===== src/hdl/soc_power_pkg.sv =====
// shared constants and types of the power-state controller
package soc_power_pkg;
  localparam int NUM_MACROS = 8;
  localparam int LC_MACRO_COUNT = 2;
  localparam int NUM_MODULES = 8;
  localparam int NUM_BROWNOUT = 3;
  localparam int WAKE_TIMER_WIDTH = 40;
  // Retention wake sources, one bit each
  localparam int WAKE_TIMER_BIT = 0;
  localparam int WAKE_GPIO_BIT = 1;
  localparam int WAKE_KEYBOARD_BIT = 2;
  localparam int WAKE_MOUSE_BIT = 3;
  localparam int WAKE_SENSOR_BIT = 4;
  localparam int WAKE_DEBUG_BIT = 5;
  localparam int NUM_RET_WAKE = 6;
  // SoC Off wake sources
  localparam int OFF_WAKE_TIMER_BIT = 0;
  localparam int OFF_WAKE_DIGITAL_BIT = 1;
  localparam int OFF_WAKE_COMP_A_BIT = 2;
  localparam int OFF_WAKE_COMP_B_BIT = 3;
  localparam int NUM_OFF_WAKE = 4;
  // power-down pin minimum assertion
  localparam int PWD_MIN_US = 100;
  localparam int CLK_MHZ = 100;
  localparam int PWD_MIN_CYCLES = PWD_MIN_US * CLK_MHZ;
  localparam int PWD_CNT_WIDTH = 14;
  // low-power request codes
  localparam logic [1:0] REQ_NONE = 2'h0;
  localparam logic [1:0] REQ_RETENTION = 2'h1;
  localparam logic [1:0] REQ_HIBERNATION = 2'h2;
  localparam logic [1:0] REQ_SOC_OFF = 2'h3;
  typedef enum logic [2:0] {
    ST_RESET, ST_ACTIVE, ST_ENTERING, ST_RETENTION, ST_HIBERNATION, ST_SOC_OFF, ST_POWERDOWN
  } pwr_state_t;
  typedef enum logic [2:0] {
    PS_ACTIVE, PS_RETENTION, PS_HIBERNATION, PS_SOC_OFF, PS_POWERDOWN
  } primary_state_t;
endpackage


===== src/hdl/soc_power_state_controller.sv =====
// power-state and wake sequencer of the low-power microcontroller
`timescale 1ns/1ps
`default_nettype none
module soc_power_state_controller
  import soc_power_pkg::*;
#(
  parameter int MACROS = NUM_MACROS,
  parameter int MODULES = NUM_MODULES,
  parameter int BROWNOUTS = NUM_BROWNOUT,
  parameter int IO_WIDTH = 32,
  parameter int ENTRY_CYCLES = 4,
  parameter int PWD_CYCLES = PWD_MIN_CYCLES
) (
  input wire logic core_clk,
  input wire logic rst_n,
  input wire logic supplyStable,
  input wire logic lpClkTick,
  input wire logic [1:0] lowPowerRequest,
  input wire logic [NUM_RET_WAKE-1:0] wakeEnable,
  input wire logic [NUM_OFF_WAKE-1:0] offWakeEnable,
  input wire logic [MACROS-1:0] retainMacroSel,
  input wire logic [MACROS-1:0] hibernateMacroSel,
  input wire logic [WAKE_TIMER_WIDTH-1:0] offWakeTimerLoad,
  input wire logic [MODULES-1:0] moduleResetCmd,
  input wire logic cpuIdleRequest,
  input wire logic interruptPending,
  input wire logic radioSleepRequest,
  input wire logic [IO_WIDTH-1:0] ioLevel,
  input wire logic timerWakeIn,
  input wire logic gpioWakeIn,
  input wire logic keyboardWakeIn,
  input wire logic mouseWakeIn,
  input wire logic sensorThresholdIn,
  input wire logic debugConnectIn,
  input wire logic off_wake_digital_input,
  input wire logic comparator_input_a,
  input wire logic comparator_input_b,
  input wire logic power_down_pin,
  input wire logic [BROWNOUTS-1:0] brownoutIn,
  output logic chipReset_n,
  output logic [MODULES-1:0] moduleReset_n,
  output logic cpuClockGate,
  output logic radioPowerOn,
  output logic [MACROS-1:0] macroPowerOn,
  output logic flopRetain,
  output logic logicPowerOn,
  output logic pmuPowerOn,
  output logic ioHold,
  output logic [IO_WIDTH-1:0] ioHeldLevel,
  output logic timerStop,
  output logic timerClear,
  output logic offWakeTimerRun,
  output logic [BROWNOUTS-1:0] brownoutFlag,
  output primary_state_t primaryState,
  output logic pwdLengthOk
);
  // number of pins that need synchronising
  localparam int SYNC_W = 10 + BROWNOUTS;
  localparam int ENTRY_W = 8;
  localparam logic [ENTRY_W-1:0] ENTRY_LAST = ENTRY_W'(ENTRY_CYCLES - 1);
  localparam logic [PWD_CNT_WIDTH-1:0] PWD_LAST = PWD_CNT_WIDTH'(PWD_CYCLES - 1);

  typedef struct packed {
    pwr_state_t state;
    logic [1:0] target;
    logic [ENTRY_W-1:0] entryCnt;
    logic wakePending;
    logic [SYNC_W-1:0] syncA;
    logic [SYNC_W-1:0] syncB;
    logic [MODULES-1:0] modRst;
    logic [IO_WIDTH-1:0] heldIo;
    logic hold;
    logic [WAKE_TIMER_WIDTH-1:0] offTimer;
    logic [PWD_CNT_WIDTH-1:0] pwdCnt;
    logic pwdOk;
    logic [BROWNOUTS-1:0] brown;
  } ctrl_t;

  ctrl_t cur_ff;
  ctrl_t nxt_cur;

  logic [SYNC_W-1:0] pinsRaw;
  logic retWake;
  logic offWake;
  logic pwdSync;
  logic stableSync;

  // pin order: wake pins 0-4, SoC Off pins 5-7, supply 8, power-down pin 9, brownouts above
  assign pinsRaw = {brownoutIn, power_down_pin, supplyStable, comparator_input_b, comparator_input_a,
                    off_wake_digital_input, debugConnectIn, sensorThresholdIn, mouseWakeIn,
                    keyboardWakeIn, gpioWakeIn};
  // only the second stage of each synchroniser is read
  assign stableSync = cur_ff.syncB[8];
  assign pwdSync = cur_ff.syncB[9];
  // enabled wake sources in Retention/Hibernation; the timer event is same-clock
  assign retWake = (wakeEnable[WAKE_TIMER_BIT] & timerWakeIn) |
                   (wakeEnable[WAKE_GPIO_BIT] & cur_ff.syncB[0]) |
                   (wakeEnable[WAKE_KEYBOARD_BIT] & cur_ff.syncB[1]) |
                   (wakeEnable[WAKE_MOUSE_BIT] & cur_ff.syncB[2]) |
                   (wakeEnable[WAKE_SENSOR_BIT] & cur_ff.syncB[3]) |
                   (wakeEnable[WAKE_DEBUG_BIT] & cur_ff.syncB[4]);
  // SoC Off listens to nothing but its four sources
  assign offWake = (offWakeEnable[OFF_WAKE_TIMER_BIT] && cur_ff.offTimer == '0) |
                   (offWakeEnable[OFF_WAKE_DIGITAL_BIT] & cur_ff.syncB[5]) |
                   (offWakeEnable[OFF_WAKE_COMP_A_BIT] & cur_ff.syncB[6]) |
                   (offWakeEnable[OFF_WAKE_COMP_B_BIT] & cur_ff.syncB[7]);

  // next-state logic for the whole controller
  always_comb begin
    nxt_cur = cur_ff;
    nxt_cur.syncA = pinsRaw;
    nxt_cur.syncB = cur_ff.syncA;
    nxt_cur.modRst = moduleResetCmd;
    // brownout flags are level copies; there is no clear port, so nothing is sticky
    nxt_cur.brown = cur_ff.syncB[SYNC_W-1 -: BROWNOUTS];
    // power-down pin width check, counts up while asserted
    if (pwdSync) begin
      if (cur_ff.pwdCnt == PWD_LAST) begin
        nxt_cur.pwdOk = 1'b1;
      end else begin
        nxt_cur.pwdCnt = cur_ff.pwdCnt + 1'b1;
      end
    end else begin
      nxt_cur.pwdCnt = '0;
      nxt_cur.pwdOk = 1'b0;
    end
    case (cur_ff.state)
      ST_RESET: begin
        nxt_cur.hold = 1'b0;
        nxt_cur.wakePending = 1'b0;
        if (stableSync) begin
          nxt_cur.state = ST_ACTIVE;
        end
      end
      ST_ACTIVE: begin
        nxt_cur.hold = 1'b0;
        // wake selections are not latched at the request; wakeEnable and offWakeEnable are read live
        if (lowPowerRequest != REQ_NONE) begin
          nxt_cur.target = lowPowerRequest;
          nxt_cur.entryCnt = '0;
          nxt_cur.wakePending = 1'b0;
          nxt_cur.state = ST_ENTERING;
          if (lowPowerRequest != REQ_SOC_OFF) begin
            nxt_cur.heldIo = ioLevel;
            nxt_cur.hold = 1'b1;
          end
        end
      end
      ST_ENTERING: begin
        // a wake during entry is remembered, not dropped
        if (retWake) begin
          nxt_cur.wakePending = 1'b1;
        end
        if (cur_ff.entryCnt == ENTRY_LAST) begin
          if (cur_ff.wakePending || retWake) begin
            nxt_cur.state = ST_ACTIVE;
            nxt_cur.wakePending = 1'b0;
            nxt_cur.hold = 1'b0;
          end else if (cur_ff.target == REQ_RETENTION) begin
            nxt_cur.state = ST_RETENTION;
          end else if (cur_ff.target == REQ_HIBERNATION) begin
            nxt_cur.state = ST_HIBERNATION;
          end else begin
            nxt_cur.state = ST_SOC_OFF;
            nxt_cur.offTimer = offWakeTimerLoad;
          end
        end else begin
          nxt_cur.entryCnt = cur_ff.entryCnt + 1'b1;
        end
      end
      ST_RETENTION, ST_HIBERNATION: begin
        // hold drops with the wake so the pins are free as soon as Active starts
        if (retWake) begin
          nxt_cur.state = ST_ACTIVE;
          nxt_cur.hold = 1'b0;
        end
      end
      ST_SOC_OFF: begin
        if (lpClkTick && cur_ff.offTimer != '0) begin
          nxt_cur.offTimer = cur_ff.offTimer - 1'b1;
        end
        if (offWake) begin
          nxt_cur.state = ST_RESET;
        end
      end
      ST_POWERDOWN: begin
        if (!pwdSync) begin
          nxt_cur.state = ST_RESET;
        end
      end
      default: begin
        nxt_cur.state = ST_RESET;
      end
    endcase
    // the power-down pin overrides every state
    if (pwdSync) begin
      nxt_cur.state = ST_POWERDOWN;
      nxt_cur.hold = 1'b0;
    end
  end

  // single register for all controller state; it keeps clocking in retention and only rst_n clears it
  always_ff @(posedge core_clk) begin
    if (!rst_n) begin
      cur_ff <= '0; // ST_RESET is the zero code
    end else begin
      cur_ff <= nxt_cur;
    end
  end

  // primary state and domain controls decoded from the sequencer
  always_comb begin
    primaryState = PS_ACTIVE;
    chipReset_n = 1'b1;
    logicPowerOn = 1'b1;
    pmuPowerOn = 1'b1;
    flopRetain = 1'b0;
    timerStop = 1'b0;
    timerClear = 1'b0;
    // every macro stays on in Active; Retention and Hibernation each take their own select, SoC Off and power-down turn all off
    macroPowerOn = '1;
    case (cur_ff.state)
      ST_RESET: begin
        chipReset_n = 1'b0;
        timerClear = 1'b1;
      end
      ST_ACTIVE, ST_ENTERING: begin
        primaryState = PS_ACTIVE;
      end
      ST_RETENTION: begin
        primaryState = PS_RETENTION;
        macroPowerOn = retainMacroSel;
        flopRetain = 1'b1;
        timerStop = 1'b1;
      end
      ST_HIBERNATION: begin
        primaryState = PS_HIBERNATION;
        macroPowerOn = hibernateMacroSel;
        timerStop = 1'b1;
        timerClear = 1'b1;
      end
      ST_SOC_OFF: begin
        primaryState = PS_SOC_OFF;
        macroPowerOn = '0;
        logicPowerOn = 1'b0;
        chipReset_n = 1'b0;
        timerStop = 1'b1;
      end
      ST_POWERDOWN: begin
        primaryState = PS_POWERDOWN;
        macroPowerOn = '0;
        logicPowerOn = 1'b0;
        pmuPowerOn = 1'b0;
        chipReset_n = 1'b0;
        timerStop = 1'b1;
      end
      default: begin
        chipReset_n = 1'b0;
      end
    endcase
  end

  // per-macro power, each macro from its own select bit
  // note: macros MACROS-LC_MACRO_COUNT and up serve the link controller
  // Active sub-states: idle gate drops when an interrupt arrives
  assign cpuClockGate = (cur_ff.state == ST_ACTIVE) && cpuIdleRequest && !interruptPending;
  assign radioPowerOn = (cur_ff.state == ST_ACTIVE || cur_ff.state == ST_ENTERING) && !radioSleepRequest;
  assign ioHold = cur_ff.hold;
  assign ioHeldLevel = cur_ff.heldIo;
  assign offWakeTimerRun = (cur_ff.state == ST_SOC_OFF) && offWakeEnable[OFF_WAKE_TIMER_BIT];
  assign brownoutFlag = cur_ff.brown;
  assign pwdLengthOk = cur_ff.pwdOk;

  // module resets follow the chip reset as well as their own command
  genvar gi;
  generate
    for (gi = 0; gi < MODULES; gi++) begin : g_modrst
      assign moduleReset_n[gi] = chipReset_n & ~cur_ff.modRst[gi];
    end
  endgenerate
endmodule
`default_nettype wire


===== config.mk =====
export PLATFORM = sky130hd
export DESIGN_NAME = soc_power_state_controller
export DESIGN_NICKNAME = d
export VERILOG_FILES = /design/src/hdl/soc_power_pkg.sv /design/src/hdl/soc_power_state_controller.sv
export SDC_FILE = /design/constraint.sdc
export NUM_CORES = 1
export LEC_CHECK = 0
export BUFFER_PORTS_ARGS = -buffer_cell sky130_fd_sc_hd__buf_2
export CAP_MARGIN = 20
export CORE_ASPECT_RATIO = 1.4
export CORE_MARGIN = 2
export CORE_UTILIZATION = 52
export DETAILED_ROUTE_END_ITERATION = 8
export GPL_TIMING_DRIVEN = 0
export PLACE_DENSITY = 0.8
export RECOVER_POWER = 100
export SETUP_SLACK_MARGIN = 0.05
export SYNTH_ARGS = -nofsm -noshare
export SYNTH_HDL_FRONTEND = slang
export SYNTH_SLANG_ARGS = --single-unit

===== constraint.sdc =====
create_clock -name core_clk -period 3.5 [get_ports core_clk]
set_input_delay 0.175 -clock core_clk [delete_from_list [all_inputs] [get_ports core_clk]]
set_output_delay 0.175 -clock core_clk [all_outputs]
set_load 0.01 [all_outputs]

======== Yosys cells after proc, flatten, opt, wreduce, memory -nomap -nowiden ========
Index checks and enable logic that the tools add are counted.
operators by class
  add/sub/neg operators ................... 3
  equality and inequality tests ........... 27
  multiplexer cells ....................... 35
  bitwise operators ....................... 34
  reduce and logical (&&, ||, !) cells .... 33
operator list
  operator                                                               number
  40-bit 2-to-1 mux                                                      4
  40-bit one-hot mux with 2 select lines                                 1
  41-bit 2-to-1 mux                                                      1
  40-bit logical NOT                                                     1
  40-bit nonzero test                                                    1
  40-bit by 1-bit subtractor with 40-bit output, second input constant   1
  2-bit inequality test, second input constant                           12
  8-bit one-hot mux with 3 select lines                                  1
  3-bit 2-to-1 mux                                                       7
  1-bit bitwise AND                                                      17
  8-bit one-hot mux with 2 select lines                                  1
  3-bit inequality test, second input constant                           5
  3-bit one-hot mux with 5 select lines                                  1
  14-bit by 1-bit adder with 14-bit output, second input constant        1
  14-bit equality test, second input constant                            1
  1-bit 2-to-1 mux                                                       14
  14-bit 2-to-1 mux                                                      1
  3-bit one-hot mux with 4 select lines                                  1
  5-bit AND reduction                                                    2
  3-bit equality test, second input constant                             3
  1-bit inverter                                                         9
  8-bit by 1-bit adder with 8-bit output, second input constant          1
  8-bit by 2-bit equality test with 1-bit output, second input constant  1
  8-bit 2-to-1 mux                                                       1
  20 further kinds                                                       44
word-level totals
  bits in registers ....................... 139
  input port bits ......................... 128
  logic and storage cells ................. 146

======== Logic depth before layout (Yosys ltp) ========
  depth in word-level cells ............... 11
  depth in mapped cells ................... 11
  depth with buffers taken out ............ 8

======== Worst setup path after synthesis ========
No wires, ideal clock.
  path type ............................... reg2reg
  from .................................... register cur_ff[126] (netlist name)
  to ...................................... register cur_ff[41] (netlist name)
  library setup time ...................... 0.132 ns
  arrival ................................. 2.576 ns
  required time ........................... 3.368 ns
  path slack .............................. 0.791 ns
  stages on the path, launching flop included .. 10
  cell sequence ........................... dfxtp_1 -> ha_1 -> or4b_4 -> or4_4 -> or4_4 -> o21a_1 -> buf_6 -> buf_2 -> o21ai_0 -> a21oi_1
between the ends
  cells in the longest elaborated chain, start to end .. 3
RTL lines
  item                                            RTL line                           text
  from (decl)                                     soc_power_state_controller.sv:79   ctrl_t cur_ff;
  from (signal assigned)                          soc_power_state_controller.sv:207  cur_ff <= nxt_cur;
  8-bit by 2-bit equality test with 1-bit output  soc_power_state_controller.sv:154  if (cur_ff.entryCnt == ENTRY_LAST) begin
  2-bit inequality test (no line)                 -
  6-bit AND reduction (no line)                   -
Every way passes these cells.
A chain may end at the register's enable or synchronous reset.

======== Worst setup path after layout ========
  from .................................... register cur_ff[36] (netlist name)
  to ...................................... register cur_ff[18] (netlist name)
between the ends
  cells in the longest elaborated chain, start to end .. 4
RTL lines
  item                             RTL line                           text
  40-bit nonzero test              soc_power_state_controller.sv:179  if (lpClkTick && cur_ff.offTimer != '0) begin
  1-bit logical AND                soc_power_state_controller.sv:179
  2-bit inequality test (no line)  -
  6-bit AND reduction (no line)    -
Every way passes these cells.

==> results.txt <==
Syn. warnings: 0
Mapped Area: 6710 um^2
worst setup margin: 0.233 ns
R2R Path Start: cur_ff[36]
Worst Path Arrival: 3.60 ns
Max IR drop VDD: 0.346 mV
worst slack at placement: 0.402 ns
Flop pwr share: 34.0%
Max Cap Viol: 0
sequential element share of the synthesized area: 41.5%
gr usage total: 31.8%
number of port buffers: 192
hold path startpoint: lowPowerRequest[0]
Fin. Hold Viols: 0
Logic pwr share: 25.3%
Max Clk Rate: 0.306 GHz
Synth-to-Final Area Change: 33.4%
post-DP HPWL: 14700 um
Max Slew Vio Count: 0
share of layout cells above drive strength 1: 18.5%
P per Cell Area: 565 nW/um^2
CTS tree: yes
Post-synth top flop: dfxtp_1
GRT met2 Usage: 54.7%
Final Net Count: 1258
CP Launch Type: flip-flop
Yosys top cell by area: dfxtp_1
Root Driver: clkbuf_16
DR pass1 iterations: 7
Initial Util: 52.6%
global-route wire length before repair: 35000 um
Final min period: 3.27 ns
run status: finished clean
register bit total from synthesis: 139
initial antenna violation count: 0
Mapped Nets: 993
Vias: 7324
ys async rst share: 0%
NetSw: 0.00158 W
Hold Crit Class: in2reg
synth top area cells: dfxtp_1, nand2_1, a21oi_1
RD Place Congestion: 0.980
via/cell ratio: 5.68
critical path class: reg2reg
Top Usage Layer GRT: met2
clock transition at the registers of the reported paths: 0.06 ns
largest fanout on the critical path: 10
Post-synth EDFFs: 0
met3 Use GR: 7.33%
setup tns final: 0 ns
reg-to-reg endpoint: cur_ff[18]
H-tree levels: 4
fin crit share: 93.3%
Mapped Cells: 860
num ports: 193
GR Layer Usage met1: 35.7%
Antenna Cells: 0
Sw Share: 31.2%
Die Ht: 138 um
reg2reg path depth: 6
chip width: 100 um
final WL: 22100 um
post-CTS setup buffers: 0
proportion of netlist area held by the largest area contributor: 41.5%
library cells used by synthesis: 56
Clock Skew: 0.00929 ns
Hold-fix buffers, CTS: 52
hold path cells: 3
clk sinks: 139
clock power share: 40.7%
die area: 13800 um^2
Worst R2R Setup Slack: 0.23 ns
fillcell total: 1077
Final ANT Viol Nets: 0
Clock Tree Buf Depth: 2
slew margin rel.: 29.3%
Cell Int Power: 0.00348 W
gr ovfl total: 0
post_cts resized: 0
Leak Pwr: 3.65 nW
Crit. End Element: flip-flop
WHS Endpoint: cur_ff[134]
DR WL/cell: 17.1 um
initial drt markers: 406
Least-Margin Pin Slew: 1.05 ns
RSZ-0062 raised after global routing: false
Setup-failing EPs final: 0
largest net degree at the start of global routing: 17
row count: 49
number of global-route vias before repair: 7192
drt drc: 0
clk_lat worst skew: 0.42 ns
Avg Cell Area, Syn: 7.81 um^2
total CTS buffers: 17
CP Data Required Time: 3.83 ns
core area: 12800 um^2
==> cells by family (layout without fill, tap and decap cells) <==
kind of cell	count (synthesis)	in the layout	synth area share, %
AO/OA/AOI/OAI	230	230	20.9
XOR/XNOR	17	17	2.22
adder cells (fa/ha/maj)	5	5	0.932
buffers and inverters	101	378	8.22
flip-flops	139	139	41.5
multiplexers	3	3	0.466
AND/OR/NAND/NOR	365	365	25.8
==> cells in the mapped netlist (9+ instances only) <==
cell type,number
nor4_1,14
xor2_1,12
nand3_1,17
and2_1,43
inv_1,11
o31ai_1,10
clkbuf_1,41
a22oi_1,16
a21oi_1,93
or3_1,10
dfxtp_1,139
nor2_1,71
buf_4,35
o21ai_0,52
o211ai_1,9
nand2_1,151
nor3_1,16
==> power groups by stage <==
| stage | logic, W | clock network [W] | registers [W] |
|---|---|---|---|
| 2_1_floorplan | 0.000778 | 0 | 0.00174 |
| 3_3_place_gp | 0.00122 | 0 | 0.00174 |
| 3_5_place_dp | 0.00124 | 0 | 0.00175 |
| 4_1_cts | 0.00129 | 0.00208 | 0.00172 |
| 5_1_grt | 0.00140 | 0.00214 | 0.00173 |
| 6_report | 0.00128 | 0.00206 | 0.00172 |
==> routing by layer <==
metal / vias up / part of all wire (%) / wire length, um
met2: 390 / 49 / 10900
li1: 3491 / - / -
met4: 0 / 5.4 / 1190
met5: - / 0 / 0
met3: 98 / 7.6 / 1680
met1: 3345 / 38 / 8330
==> cells in the final DEF, fill, tap and decap left out, types with 9 or more instances in the layout <==
cell and count:
o21ai_0 52, nor3_1 16, xor2_1 12, buf_2 128
nor2_1 71, and2_1 23, o31ai_1 10, buf_4 34
nor4_1 14, nand2_1 151, nand3_1 17, dfxtp_1 139
clkbuf_16 17, clkbuf_1 111, a21oi_1 93, and2_0 20
a22oi_1 16, dlygate4sd3_1 52, inv_1 11, o211ai_1 9
or3_1 10
==> state kept, by name, summed over array words and instances, names as in the netlist <==
signal,count
ioHeldLevel,32
brownoutFlag,3
ioHold,1
pwdLengthOk,1
cur_ff,102
==> worst max path at each step <==
| stage | start | endpoint | depth (start not counted) |
|---|---|---|---|
| 2_1_floorplan | cur_ff[126] | cur_ff[41] | 9 |
| 6_report | cur_ff[36] | cur_ff[18] | 6 |
| 3_5_place_dp | cur_ff[36] | cur_ff[41] | 8 |
| 5_1_grt | cur_ff[36] | cur_ff[18] | 6 |
| 3_3_place_gp | cur_ff[36] | cur_ff[42] | 8 |
| 4_1_cts | cur_ff[36] | cur_ff[41] | 8 |
==> critical path: stages, from the launching register on <==
cell and delay (ns):
dfxtp_1 0.37, nor4_1 0.57, nand3_1 0.37, nor4_1 0.73, o21ai_1 0.49, clkbuf_2 0.35
a221oi_1 0.29
==> through the flow <==
stage | cell area, um^2 | cells | power (W) | utilization, % | hold slack, ns
6_report | 8960 | 1290 | 0.00506 | 70.2 | 0.0170
5_1_grt | 8960 | 1290 | 0.00527 | 70.2 | 0.00397
4_1_cts | 9060 | 1289 | 0.00509 | 71.1 | 0.00398
3_5_place_dp | 7870 | 1206 | 0.00298 | 61.7 | 0.384
3_3_place_gp | 7870 | 1205 | 0.00297 | 61.7 | 0.382
2_1_floorplan | 6710 | 860 | 0.00252 | - | 0.302
==> layout make-up <==
cell class                      count  area (um^2)  area share, %
Buffer                             89          487           5.43
Clock buffer                       18          429           4.79
Clock inverter                     13          241           2.70
Inverter                           12         45.0          0.503
Multi-Input combinational cell    620         3370           37.6
Sequential cell                   139         2780           31.1
Tap cell                          153          191           2.14
Timing Repair Buffer              246         1410           15.7
Note: power is estimated with default switching activity, not from simulation.
